--- src/irq_pkg.sv ---
/*
  Shared constants for the upper interrupt status half: register offsets,
  flag positions, reset values, watchdog timing and the watchdog states.
  Assumes a 125 MHz system clock and byte addresses on the register port.
*/
package irq_pkg;

  // register port shape
  localparam int ADDR_W = 12;
  localparam int DATA_W = 32;

  // register offsets (byte addresses)
  localparam logic [11:0] OFS_INTERRUPT_STATUS = 12'h00c;
  localparam logic [11:0] OFS_INTERRUPT_MASK   = 12'h018;
  localparam logic [11:0] OFS_MAC_CONTROL      = 12'h100;

  // field position of the energy efficient enable in mac_control
  localparam int POS_ENERGY_EFFICIENT_ENABLE = 0;

  // the block holds status bits 31:16; flag index = bit - FLAG_BASE
  localparam int FLAG_BASE = 16;
  localparam int FLAG_W    = 16;

  localparam int POS_NV_WRITE_DONE_FLAG     = 28;
  localparam int POS_TX_IDLE_ENTRY_FLAG     = 26;
  localparam int POS_TX_IDLE_EXIT_FLAG      = 25;
  localparam int POS_RX_IDLE_ENTRY_FLAG     = 24;
  localparam int POS_MAC_RESET_WATCHDOG_FLAG = 23;
  localparam int POS_RX_FIFO_OVERFLOW_FLAG  = 22;
  localparam int POS_TX_ERROR_FLAG          = 21;
  localparam int POS_USB_EVENT_FLAG         = 20;
  localparam int POS_TX_DISABLED_FLAG       = 19;
  localparam int POS_RX_DISABLED_FLAG       = 18;
  localparam int POS_PHY_EVENT_FLAG         = 17;
  localparam int POS_DATA_PORT_DONE_FLAG    = 16;

  // implemented flags (bits 28, 26..16) and the idle flags (26..24)
  localparam logic [15:0] IMPLEMENTED_FLAGS = 16'h17ff;
  localparam logic [15:0] IDLE_FLAGS        = 16'h0700;

  // reset values
  localparam logic [15:0] FLAGS_RESET      = 16'h0000;
  localparam logic [15:0] MASK_RESET       = 16'h0000;
  localparam logic        EEE_ENABLE_RESET = 1'b0;

  // mac reset watchdog: 8 ms at 125 MHz
  localparam int WDOG_TIME_MS    = 8;
  localparam int CLK_FREQ_KHZ    = 125000;
  localparam int WDOG_CYCLES     = WDOG_TIME_MS * CLK_FREQ_KHZ;
  localparam int WDOG_CNT_W      = 20;

  typedef enum logic [1:0] {
    WD_IDLE    = 2'b00,
    WD_COUNT   = 2'b01,
    WD_EXPIRED = 2'b11
  } wdog_state_t;

endpackage

--- src/wdog_if.sv ---
/*
  Link between the status block and its mac reset watchdog.
  Assumes both ends run on the same system clock.
*/
`timescale 1ns/1ps
interface wdog_if;
  logic reset_req;        // mac reset requested, level
  logic phy_clk_ok;       // phy rx/tx clocks seen, already synchronised
  logic expired;          // one-cycle pulse on timeout
  logic mac_reset_active; // mac reset currently held

  modport ctrl (output reset_req, output phy_clk_ok, input expired, input mac_reset_active);
  modport wdog (input reset_req, input phy_clk_ok, output expired, output mac_reset_active);
endinterface

--- src/mac_reset_watchdog.sv ---
/*
  Mac reset watchdog: holds the mac reset while requested and releases it
  once phy clocks are seen or, failing that, after the timeout.
  Assumes phy_clk_ok is synchronised to clk by the instantiating block.
*/
`timescale 1ns/1ps
module mac_reset_watchdog #(
  parameter int CYCLES = irq_pkg::WDOG_CYCLES
) (
  input wire logic clk,
  input wire logic rst,
  wdog_if.wdog     wd
);

  localparam logic [irq_pkg::WDOG_CNT_W-1:0] LIMIT = irq_pkg::WDOG_CNT_W'(CYCLES - 1);

  typedef struct packed {
    irq_pkg::wdog_state_t            state;
    logic [irq_pkg::WDOG_CNT_W-1:0]  count;
    logic                            active;
    logic                            expired;
  } wd_reg_t;

  wd_reg_t r;
  wd_reg_t next_r;

  ////////////////////////////////////////////////////////////////////////////
  // next state; the count restarts whenever phy clocks are seen, so a long
  // reset with healthy clocks never trips the timeout
  always_comb begin
    next_r         = r;
    next_r.expired = 1'b0;
    case (r.state)
      irq_pkg::WD_IDLE: begin
        if (wd.reset_req) begin
          next_r.state  = irq_pkg::WD_COUNT;
          next_r.count  = '0;
          next_r.active = 1'b1;
        end
      end
      irq_pkg::WD_COUNT: begin
        if (wd.phy_clk_ok && !wd.reset_req) begin
          next_r.state  = irq_pkg::WD_IDLE;
          next_r.active = 1'b0;
        end else if (wd.phy_clk_ok) begin
          next_r.count = '0;
        end else if (r.count == LIMIT) begin
          next_r.state   = irq_pkg::WD_EXPIRED;
          next_r.expired = 1'b1;
          next_r.active  = 1'b0;                 // release without phy clocks
        end else begin
          next_r.count = r.count + 1'b1;
        end
      end
      irq_pkg::WD_EXPIRED: begin
        if (!wd.reset_req) begin
          next_r.state = irq_pkg::WD_IDLE;
        end
      end
      default: begin
        next_r.state  = irq_pkg::WD_IDLE;
        next_r.active = 1'b0;
      end
    endcase
  end

  // state register
  always_ff @(posedge clk) begin
    if (rst) begin
      r <= '{state: irq_pkg::WD_IDLE, default: '0};
    end else begin
      r <= next_r;
    end
  end

  assign wd.expired          = r.expired;
  assign wd.mac_reset_active = r.active;
endmodule

--- src/irq_status_upper_half.sv ---
/*
  Upper half (bits 31:16) of the interrupt status register, its mask,
  the energy efficient enable, one level interrupt and the mac reset
  watchdog. Event inputs come from units on the same clock; phy_irq and
  phy_clk_present arrive from outside and are synchronised here.
*/
// The strobed register port was left to the implementer.
`timescale 1ns/1ps

// Summary of operation
// - bit 28 follows the level of nonvolatile write completion.
// - bit 26 latches the transmit idle entry pulse.
// - bit 25 latches the transmit idle exit pulse.
// - bit 24 latches the receive idle entry pulse.
// - bits 26..24 read zero while energy efficient enable is clear.
// - 8 ms mac reset watchdog expiry sets bit 23.
// - watchdog expiry releases mac reset without waiting for phy clocks.
// - bit 21 follows the transmitter error level.
// - bit 20 follows the usb status event level until all are cleared.
// - bit 19 stays set while transmit fifo or transmitter is disabled.
// - bit 18 stays set while receive fifo or receiver is disabled.
// - bit 17 follows the phy interrupt level.
// - bit 16 latches the data port completion pulse.
module irq_status_upper_half #(
  parameter int WDOG_CYCLES = irq_pkg::WDOG_CYCLES
) (
  input  wire logic        clk,
  input  wire logic        rst,
  input  wire logic [11:0] reg_addr,
  input  wire logic [31:0] reg_wdata,
  input  wire logic        reg_wr,
  input  wire logic        reg_rd,
  output wire logic [31:0] reg_rdata,
  output wire logic        irq,
  input  wire logic        nv_write_done,
  input  wire logic        tx_idle_entry,
  input  wire logic        tx_idle_exit,
  input  wire logic        rx_idle_entry,
  input  wire logic        mac_reset_req,
  input  wire logic        phy_clk_present,
  output wire logic        mac_reset_active,
  input  wire logic        rx_fifo_write,
  input  wire logic        rx_fifo_full,
  output wire logic        rx_fifo_store,
  input  wire logic        tx_error,
  input  wire logic        usb_status_pending,
  input  wire logic        tx_fifo_disabled,
  input  wire logic        mac_transmit_control_disabled,
  input  wire logic        rx_fifo_disabled,
  input  wire logic        mac_receive_control_disabled,
  input  wire logic        phy_irq,
  input  wire logic        data_port_done
);

  localparam int I_NV   = irq_pkg::POS_NV_WRITE_DONE_FLAG - irq_pkg::FLAG_BASE;
  localparam int I_TXEN = irq_pkg::POS_TX_IDLE_ENTRY_FLAG - irq_pkg::FLAG_BASE;
  localparam int I_TXEX = irq_pkg::POS_TX_IDLE_EXIT_FLAG - irq_pkg::FLAG_BASE;
  localparam int I_RXEN = irq_pkg::POS_RX_IDLE_ENTRY_FLAG - irq_pkg::FLAG_BASE;
  localparam int I_WD   = irq_pkg::POS_MAC_RESET_WATCHDOG_FLAG - irq_pkg::FLAG_BASE;
  localparam int I_OVF  = irq_pkg::POS_RX_FIFO_OVERFLOW_FLAG - irq_pkg::FLAG_BASE;
  localparam int I_TXE  = irq_pkg::POS_TX_ERROR_FLAG - irq_pkg::FLAG_BASE;
  localparam int I_USB  = irq_pkg::POS_USB_EVENT_FLAG - irq_pkg::FLAG_BASE;
  localparam int I_TXD  = irq_pkg::POS_TX_DISABLED_FLAG - irq_pkg::FLAG_BASE;
  localparam int I_RXD  = irq_pkg::POS_RX_DISABLED_FLAG - irq_pkg::FLAG_BASE;
  localparam int I_PHY  = irq_pkg::POS_PHY_EVENT_FLAG - irq_pkg::FLAG_BASE;
  localparam int I_DP   = irq_pkg::POS_DATA_PORT_DONE_FLAG - irq_pkg::FLAG_BASE;

  typedef struct packed {
    logic [15:0] flags;          // status bits 31:16
    logic [15:0] mask;           // mask bits 31:16, same layout
    logic        eee_enable;
    logic [31:0] rdata;
    logic        irq;
    logic        rx_store;
    logic [1:0]  phy_irq_sync;
    logic [1:0]  phy_clk_sync;
  } top_reg_t;

  top_reg_t    r;
  top_reg_t    next_r;
  logic [15:0] src;
  logic [15:0] clr;
  logic        wr_status;
  logic        wr_mask;
  logic        wr_control;
  logic [15:0] clear_req;

  wdog_if wd ();

  ////////////////////////////////////////////////////////////////////////////
  // watchdog hookup; the request is on our clock, phy clocks are synced
  assign wd.reset_req  = mac_reset_req;
  assign wd.phy_clk_ok = r.phy_clk_sync[1];

  mac_reset_watchdog #(
    .CYCLES (WDOG_CYCLES)
  ) u_wdog (
    .clk (clk),
    .rst (rst),
    .wd  (wd)
  );

  ////////////////////////////////////////////////////////////////////////////
  // write decode
  always_comb begin
    wr_status  = 1'b0;
    wr_mask    = 1'b0;
    wr_control = 1'b0;
    if (reg_wr && reg_addr == irq_pkg::OFS_INTERRUPT_STATUS) begin
      wr_status = 1'b1;
    end else if (reg_wr && reg_addr == irq_pkg::OFS_INTERRUPT_MASK) begin
      wr_mask = 1'b1;
    end else if (reg_wr && reg_addr == irq_pkg::OFS_MAC_CONTROL) begin
      wr_control = 1'b1;
    end
  end

  // event sources; level sources stay high, so they win back a cleared flag
  always_comb begin
    src        = '0;
    src[I_NV]  = nv_write_done;
    src[I_TXEN] = tx_idle_entry;
    src[I_TXEX] = tx_idle_exit;
    src[I_RXEN] = rx_idle_entry;
    src[I_WD]  = wd.expired;
    src[I_OVF] = rx_fifo_write && rx_fifo_full;
    src[I_TXE] = tx_error;
    src[I_USB] = usb_status_pending;
    src[I_TXD] = tx_fifo_disabled || mac_transmit_control_disabled;
    src[I_RXD] = rx_fifo_disabled || mac_receive_control_disabled;
    src[I_PHY] = r.phy_irq_sync[1];
    src[I_DP]  = data_port_done;
  end

  // write-one-to-clear mask; reserved bits never take part
  assign clr = wr_status ? (reg_wdata[31:16] & irq_pkg::IMPLEMENTED_FLAGS) : '0;

  ////////////////////////////////////////////////////////////////////////////
  // next state of the whole block but the watchdog, which keeps its own
  always_comb begin
    next_r              = r;
    next_r.phy_irq_sync = {r.phy_irq_sync[0], phy_irq};
    next_r.phy_clk_sync = {r.phy_clk_sync[0], phy_clk_present};

    if (wr_control) begin
      next_r.eee_enable = reg_wdata[irq_pkg::POS_ENERGY_EFFICIENT_ENABLE];
    end
    if (wr_mask) begin
      next_r.mask = reg_wdata[31:16] & irq_pkg::IMPLEMENTED_FLAGS;
    end

    // a set in the same cycle as its clear wins, so no event is lost
    next_r.flags = ((r.flags & ~clr) | src) & irq_pkg::IMPLEMENTED_FLAGS;
    if (!next_r.eee_enable) begin
      next_r.flags = next_r.flags & ~irq_pkg::IDLE_FLAGS;
    end

    // full fifo: the write is not passed on and the data is lost
    next_r.rx_store = rx_fifo_write && !rx_fifo_full;

    // read data stands for exactly one cycle after the strobe
    next_r.rdata = '0;
    if (reg_rd && reg_addr == irq_pkg::OFS_INTERRUPT_STATUS) begin
      next_r.rdata = {r.flags, 16'h0000};
    end else if (reg_rd && reg_addr == irq_pkg::OFS_INTERRUPT_MASK) begin
      next_r.rdata = {r.mask, 16'h0000};
    end else if (reg_rd && reg_addr == irq_pkg::OFS_MAC_CONTROL) begin
      next_r.rdata[irq_pkg::POS_ENERGY_EFFICIENT_ENABLE] = r.eee_enable;
    end

    // interrupt from the next flags so it tracks the status it reports
    next_r.irq = |(next_r.flags & next_r.mask);
  end

  // state register
  always_ff @(posedge clk) begin
    if (rst) begin
      r <= '{flags:      irq_pkg::FLAGS_RESET,
             mask:       irq_pkg::MASK_RESET,
             eee_enable: irq_pkg::EEE_ENABLE_RESET,
             default:    '0};
    end else begin
      r <= next_r;
    end
  end

  assign reg_rdata        = r.rdata;
  assign irq              = r.irq;
  assign rx_fifo_store    = r.rx_store;
  assign mac_reset_active = wd.mac_reset_active;

  // write-one strokes as the bus presents them, kept apart from the clear path
  assign clear_req = wr_status ? reg_wdata[31:16] : 16'h0000;
endmodule

--- config.mk ---
export PLATFORM = sky130hd
export DESIGN_NAME = irq_status_upper_half
export DESIGN_NICKNAME = d
export VERILOG_FILES = /design/src/irq_pkg.sv /design/src/wdog_if.sv /design/src/mac_reset_watchdog.sv /design/src/irq_status_upper_half.sv
export SDC_FILE = /design/constraint.sdc
export NUM_CORES = 1
export LEC_CHECK = 0
export BUFFER_PORTS_ARGS = -buffer_cell sky130_fd_sc_hd__buf_2
export CORE_UTILIZATION = 40
export DETAILED_ROUTE_END_ITERATION = 10
export GPL_TIMING_DRIVEN = 0
export PLACE_DENSITY = 0.65
export SETUP_SLACK_MARGIN = 0.5
export SLEW_MARGIN = 20
export SYNTH_ARGS = -nofsm -noshare
export SYNTH_HDL_FRONTEND = slang
export SYNTH_HIERARCHICAL = 1
export SYNTH_SLANG_ARGS = --single-unit
--- constraint.sdc ---
create_clock -name clk -period 1.7 [get_ports clk]
set_input_delay 0.34 -clock clk [delete_from_list [all_inputs] [get_ports clk]]
set_output_delay 0.34 -clock clk [all_outputs]
set_load 0.01 [all_outputs]
Yosys cells after proc, flatten, opt, wreduce, memory -nomap -nowiden
Index checks and enable logic that the tools add are counted.

cells by class
  $lt $le $gt $ge = 0
  shift operators = 0
  multiply operators = 0
  div/mod/pow operators = 0
  add/sub/neg operators = 1
  multiplexer cells = 28
  bitwise gates (word level) = 7
  reduce and logical (&&, ||, !) cells = 22
  equal/unequal tests = 12

operator list
  kind                                            number
  two-way mux 20 bit                              3
  one-hot mux 20 bit (2 select lines)             1
  two-way mux 32 bit                              1
  two-way mux 31 bit                              1
  two-way mux 23 bit                              1
  adder 20 x 1 -> 20 bit, second input constant   1
  == test 20 bit, second input constant           1
  bitwise AND 13 x 16 -> 16 bit                   1
  two-way mux 16 bit                              1
  OR reduction 16 bit                             1
  bitwise AND 13 bit                              1
  two-way mux 13 bit                              1
  inverter 13 bit                                 1
  bitwise OR 13 bit                               1
  == test 12 x 4 -> 1 bit, second input constant  1
  == test 12 x 5 -> 1 bit, second input constant  1
  == test 12 x 9 -> 1 bit, second input constant  1
  two-way mux 2 bit                               6
  AND reduction 4 bit                             3
  two-way mux 11 bit                              1
  two-way mux 1 bit                               10
  logical AND 1 bit                               9
  OR reduction 4 bit                              2
  != test 2 bit, second input constant            3
  13 further kinds                                17

storage, ports and cells
  memories kept = 0
  RAM bits = 0
  memory bits (read-only) = 0
  register bits after elaboration = 92
  output and inout port bits = 35
  input bits = 64
  latch bits = 0
  logic and storage cells = 84

Longest topological paths before layout
Gate-level depths: netlist of run 1.

  depth in word-level cells = 10
  gate-level depth with buffers = 7
  gate-level depth less buffers = 6

By module
The synthesis of run 1 kept the hierarchy.

by module, submodules not included
  module                 area each (um^2)  times used  seq. area each (um^2)  cells each
  irq_status_upper_half  2010.7            1           880.8                  213
  mac_reset_watchdog     1422.6            1           480.5                  166

Least setup slack after synthesis of run 1
No wires, ideal clock.

  path type = register to register
  from = register u_wdog/r[2] in the netlist's numbering
  to = register u_wdog/r[20] in the netlist's numbering
  cell stages (with the launch flop) = 8
  data arrival time = 1.782 ns
  path slack = -0.152 ns
  setup time = 0.071 ns
  clock period less this slack = 1.852 ns
  data required time = 1.629 ns
  buffers on the path = 1
  path through = dfxtp_1 ha_1 and3_2 and2_2 nand4_1 buf_6 or4b_1 a21oi_1

on the way
  longest elaborated chain between the ends = 5
  elaborated cells between the ends (all ways) = 8
  classes of those cells = add/sub: 1; eq/ne: 2; mux: 4; reduce/logical: 1

RTL lines
  item                                 line                      source
  start, declared                      mac_reset_watchdog.sv:24  wd_reg_t r;
  start signal, assigned               mac_reset_watchdog.sv:72  r <= next_r;
  adder 20 x 1 -> 20 bit               mac_reset_watchdog.sv:52  next_r.count = r.count + 1'b1;
  two-way mux 20 bit                   mac_reset_watchdog.sv:47  end else if (r.count == LIMIT) begin
  two-way mux 20 bit                   mac_reset_watchdog.sv:45  end else if (wd.phy_clk_ok) begin
  two-way mux 20 bit                   mac_reset_watchdog.sv:42  if (wd.phy_clk_ok && !wd.reset_req) begin
  one-hot mux 20 bit (2 select lines)  mac_reset_watchdog.sv:33  case (r.state)

Several ways; a longest one is shown, not always the timed one. The select of a mux whose other input is x is not followed.
A chain may end at the register's enable or synchronous reset.

Worst setup path in the final report of run 1
  from = register u_wdog/r[12] in the netlist's numbering
  to = register u_wdog/r[16] in the netlist's numbering

Same word-level chain as after synthesis.

==> flow_summary.toml, run 1 <==
[run_status]
status = "finished with violations"
violations = "negative setup slack"

[detailed_routing]
routed_wirelength_um = 10100
ant_nets = 0
drt_drc_violations_left = 0
drt_iter0_drc = 124
vias_per_cell = 5.27
num_vias = 3239
wl_per_cell_um = 16.4
drtPass1Iterations = 4

[hold_path]
min-delay-start = "rst"
min_delay_path_depth = 2
hp-class = "in -> reg"
hold_end = "r[1]"

[yosys]
ys_warn_count = 6
ys_types = 63
synthCells = 379
syn-cell-area_um2 = 3430
synthArstFlopShare = 0
synth_seq_cells = 68
synth_edf_count = 0
synth_seq_area_share = 0.397
syn_area_per_cell_um2 = 9.06
synthFlopType = "dfxtp_1"

[clocking]
cts_tree = "built"
postCtsHoldBufs = 0
insertion_delay_ns = 0.34
cts_made_buffers = 9
htree_levels = 3
cts.path.max_buffers = 2
cts.sinks = 68
clockRootBuffer = "clkbuf_8"
clkTransAtPathRegs_ns = 0.08

[timing]
skew_ns = 0.0117
final-setup-viol-count = 29
tns_ns = -3.87
fmax_mhz = 517
min_period_ns = 1.93
maxSlewViolCount = 0
worst_hold_slack_ns = 0.180
timing.final.crit_share = 1.14
worst_slack_ns = -0.233
relSlewSlack = 0.613
hold_violations = 0
grt_setup_unrepaired = "true"
tightest_slew_ns = 0.580

[floorplan]
fp-row-count = 33
die_h_um = 94.6
num_io_pins = 99
die_area_um2 = 8960
die_w_um = 94.6
coreArea_um2 = 8260
start_util = 0.416

[worst_setup_path]
critPathArrivalTime_ns = 2.19
endpoint_kind = "register"
reg2reg_slack_ns = -0.23
start_kind = "register"
crit_type = "reg -> reg"
crit_fanout = 5
cp_cell_sequence = "or4b_4 > nor4_4 > a31o_4 > buf_12 > buf_8 > a21oi_2 > o32ai_2"
critPathSlowestCell = "or4b_4"
reg2reg_from = "u_wdog/r[12]"
r2r_end = "u_wdog/r[16]"
ff2ff_path_depth = 7
critPathMaxStageDelay_ns = 0.55
required_ns = 1.96

[place]
port_buffers = 59
dp_hpwl_um = 5960
dpl_worst_slack_ns = -0.704
place_area_um2 = 4040
gp_congestion = 0.804

[grt]
grt_pass1_vias = 3241
grt_usage = 0.227
grt_pass1_wl_um = 15700
antenna_found_initial = 0
grt_overflow = 0
grt_max_degree = 13

[power_and_ir_drop]
peakVddDrop_mv = 0.541
power_leakage_nw = 2.20
p_per_area_nw_per_um2 = 724

[final_layout]
diodes = 0
post-route-cell-area_um2 = 5310
num-fill-cells = 643
area_growth_pct = 54.7
post-route-util = 0.643
layout.nets = 571
drive_gt1_frac = 0.506

[run]
cap_violations = 0
flip-flops by register name, indices dropped and copies added (netlist names):
register                    flops
u_wdog/r                       22
next_r                          2
reg_rdata                      13
r                              27
irq                             1
rx_fifo_store                   1
u_wdog/wd.mac_reset_active      1
u_wdog/wd.expired               1
repair_timing:
item	in CTS	in global routing
endpoints found under the setup margin	73	75
gates cloned	3	0
pin swaps	29	14
gates resized for setup	91	47
setup buffers	27	9
endpoints found under the hold margin	0	0
layout by cell type (no fill, tap or decap), types with 12 or more instances in the layout:
cell type  count
a21oi_1       17
buf_6         49
buf_4         39
nor2_1        48
inv_1         18
dfxtp_1       47
conb_1        19
a22oi_2       12
buf_2         42
dfxtp_2       19
nand2_1       14
critical path: cells and delay by family, from the launching register on:
kind	cells	cell delay, ns
AOI/OAI and AO/OA	3	0.45
and+or+nand+nor	2	0.85
DFF	1	0.34
buffers and inverters	2	0.21
cell families after synthesis:
logic type,share of synthesized area
and+or+nand+nor,0.236
AOI/OAI and AO/OA,0.183
DFF,0.397
buffers and inverters,0.130
muxes,0.0448
xor gates and xnor gates,0.00510
adders and majority gates,0.00364
other,0.00109
synth_stat cells, types with 3 or more instances:
library cell  instances  area, um2
nand4_1               9       56.3
dfxtp_1              68       1360
or4b_1                5       50.1
nor4_4                4       85.1
nand2b_1              4       25.0
buf_4                33        248
mux2i_1              12        120
nor2b_1               6       37.5
nand2_1              15       56.3
buf_6                 5       56.3
o21ai_1               3       15.0
a31oi_1              11       68.8
inv_1                18       67.6
nor2_1               50        188
a211oi_1              5       37.5
a21oi_1              21        105
nand3_1               7       35.0
o32ai_1               3       26.3
o22ai_1               7       43.8
clkbuf_1              5       18.8
o21ai_0              11       55.1
a311oi_1              4       35.0
nor3_1                7       35.0
a22oi_1              12       90.1
and4b_1               4       40.0
where the power goes:
part | switching [mW] | leakage, nW | internal (mW)
Combinational | 0.224 | 1.51 | 0.209
Clock | 0.644 | 0.129 | 1.12
Sequential | 0.0283 | 0.563 | 1.62
layer usage:
layer  global-route usage  wire length, um  part of all wire  vias up
met5                    0                0                 0        -
met4               0.0783              133             0.013        0
met3               0.0330              295             0.029       10
met2                0.414             5450              0.54       66
met1                0.270             4200              0.42     1571
li1                     -                -                 -     1592
cell type report:
type / instances / area, um2 / share of cell area
Buffer: 49 / 449 / 0.0846
Multi-Input combinational cell: 262 / 2170 / 0.408
Inverter: 18 / 67.6 / 0.0127
Tap cell: 105 / 131 / 0.0247
Clock inverter: 6 / 138 / 0.0259
Timing Repair Buffer: 98 / 843 / 0.159
Sequential cell: 68 / 1390 / 0.262
Clock buffer: 9 / 124 / 0.0233
through the flow:
step | total power, mW | cells
2_1_floorplan | 1.87 | 397
3_3_place_gp | 1.98 | 561
3_5_place_dp | 1.99 | 561
4_1_cts | 3.82 | 606
5_1_grt | 3.99 | 615
6_report | 3.84 | 615
how the worst max path moves through the flow:
stage | end | start | cells past startpoint | slack (ns)
finish | u_wdog/r[16] | u_wdog/r[12] | 7 | -0.23
floorplan | u_wdog/r[16] | u_wdog/r[12] | 6 | -0.12
detailed placement | irq | reg_addr[6] | 8 | -0.70
global placement | irq | reg_addr[6] | 8 | -0.61
global route | u_wdog/r[14] | u_wdog/r[10] | 7 | -0.31
CTS | u_wdog/r[16] | u_wdog/r[13] | 8 | -0.29
Power figures use the tool's default switching activity.
==> run 2, diff against run 1 <==
--- a/config.mk
+++ b/config.mk
@@ -8,8 +8,10 @@
 export BUFFER_PORTS_ARGS = -buffer_cell sky130_fd_sc_hd__buf_2
 export CORE_UTILIZATION = 40
 export DETAILED_ROUTE_END_ITERATION = 10
+export GPL_ROUTABILITY_DRIVEN = 1
 export GPL_TIMING_DRIVEN = 0
 export PLACE_DENSITY = 0.65
+export RECOVER_POWER = 25
 export SETUP_SLACK_MARGIN = 0.5
 export SLEW_MARGIN = 20
 export SYNTH_ARGS = -nofsm -noshare
==> run 2 against run 1 <==
- first-iteration DRC count up 1.6%
- total power is essentially flat
- critical endpoint unchanged
- highest routed layer unchanged
- register-to-register slack about the same
- the flow still finishes with violations (negative setup slack)
- clock power about the same
- clock-buffer cell count unchanged
- global-route usage stayed put
- maximum frequency is essentially flat
- sequential power hardly changed
- critical path depth is the same
- die area unchanged
- cell count did not move
==> flow_summary.toml, run 2 (synthesis gave the netlist of run 1 again) <==
[run_status]
status = "finished with violations"
violations = "negative setup slack"

[worst_setup_path]
cp_cell_sequence = "or4b_4 > nor4_4 > a31o_4 > buf_12 > buf_8 > a21oi_2 > o32ai_2"
critPathArrivalTime_ns = 2.19
crit_fanout = 5
endpoint_kind = "register"
critPathSlowestCell = "or4b_4"
critPathMaxStageDelay_ns = 0.56
crit_type = "reg -> reg"
reg2reg_slack_ns = -0.23
r2r_end = "u_wdog/r[16]"
worstSetupStartpoint = "u_wdog/r[12]"
start_kind = "register"
crit_buf_inv = 2
worst-path-stages = 7
ff2ff_path_depth = 7
reg2reg_from = "u_wdog/r[12]"
required_ns = 1.96
crit_family = "simple AND/OR/NAND/NOR gates"
crit_path_end = "u_wdog/r[16]"

[power_and_ir_drop]
p_per_area_nw_per_um2 = 726
power_leakage_nw = 2.18
peakVddDrop_mv = 0.539

[clocking]
insertion_delay_ns = 0.34
clockRootBuffer = "clkbuf_8"
htree_levels = 3
postCtsHoldBufs = 0
clkTransAtPathRegs_ns = 0.08
cts_made_buffers = 9
cts.sinks = 68
cts.path.max_buffers = 2
cts_tree = "built"

[grt]
grt_max_degree = 13
antenna_found_initial = 0
grt_overflow = 0
grt_pass1_wl_um = 15700
grt_pass1_vias = 3241
grt_usage = 0.227

[final_layout]
drive_gt1_frac = 0.492
area_growth_pct = 54.1
post-route-cell-area_um2 = 5290
layout.nets = 571
diodes = 0
largest_reg_flops = 27
final_cell_mix = "buf_6 (48), nor2_1 (48), dfxtp_1 (48)"
top_register = "r"

[floorplan]
start_util = 0.416
num_io_pins = 99
die_w_um = 94.6
die_h_um = 94.6
fp-row-count = 33
coreArea_um2 = 8260
die_area_um2 = 8960

[timing]
final-setup-viol-count = 30
relSlewSlack = 0.585
min_period_ns = 1.93
tns_ns = -3.88
tightest_slew_ns = 0.623
fmax_mhz = 517
timing.final.crit_share = 1.14
grt_setup_unrepaired = "true"
worst_slack_ns = -0.233
maxSlewViolCount = 0
skew_ns = 0.0123
hold_violations = 0

[place]
gp_congestion = 0.804
dp_hpwl_um = 5960
port_buffers = 59
place_area_um2 = 4040
dpl_worst_slack_ns = -0.704

[detailed_routing]
routed_wirelength_um = 10100
num_vias = 3268
drt_drc_violations_left = 0
wl_per_cell_um = 16.4
drtPass1Iterations = 4
ant_nets = 0
vias_per_cell = 5.31
drt_iter0_drc = 126

[hold_path]
hp-class = "in -> reg"

[run]
cap_violations = 0
run 2: cell types whose count changed in the layout (fill, tap and decap cells not counted), sizes merged:
cell / previous run / this run
clkbuf: 16 / 20
buf: 139 / 135
run 2: worst min path at each step:
stage	from	end	slack, ns	depth (start not counted)
6_report	rst	r[1]	0.18	2
5_1_grt	rst	r[1]	0.17	2
4_1_cts	rst	next_r[1]	0.18	2
3_5_place_dp	next_r[3]	r[3]	0.43	1
3_3_place_gp	next_r[3]	r[3]	0.43	1
2_1_floorplan	next_r[1]	r[1]	0.41	1
run 2: cell type report:
class | count | area, um2
plain buffers | 49 | 442
fillers | 650 | 2970
flip-flops and latches | 68 | 1390
well taps | 105 | 131
clock inverters | 6 | 138
repair buffers | 98 | 840
inverters | 18 | 67.6
multi-input cells | 262 | 2160
clock buffers | 9 | 124
run 2: repair_timing:
| item | CTS | global route |
|---|---|---|
| gates cloned | 3 | 0 |
| resized for setup | 91 | 47 |
| buffers inserted | 27 | 9 |
| setup endpoints to repair | 73 | 75 |
| pin swaps | 29 | 14 |
run 2: metal layers:
metal	share of wire	GRT usage
met2	0.54	0.414
met5	0	0
met3	0.035	0.0330
met4	0.013	0.0783
met1	0.41	0.270
run 2: per-stage QoR:
step / power (mW) / hold slack [ns] / utilization / std cells
after detailed placement: 1.99 / 0.433 / 0.489 / 561
after CTS: 3.82 / 0.176 / 0.610 / 606
final: 3.84 / 0.175 / 0.641 / 615
after global placement: 1.98 / 0.429 / 0.489 / 561
after floorplan: 1.87 / 0.414 / - / 397
after global routing: 3.98 / 0.170 / 0.641 / 615
run 2: power by group:
part / internal [mW] / switching (mW) / total [mW]
clock network: 1.12 / 0.646 / 1.77
logic: 0.205 / 0.223 / 0.428
registers: 1.62 / 0.0282 / 1.65
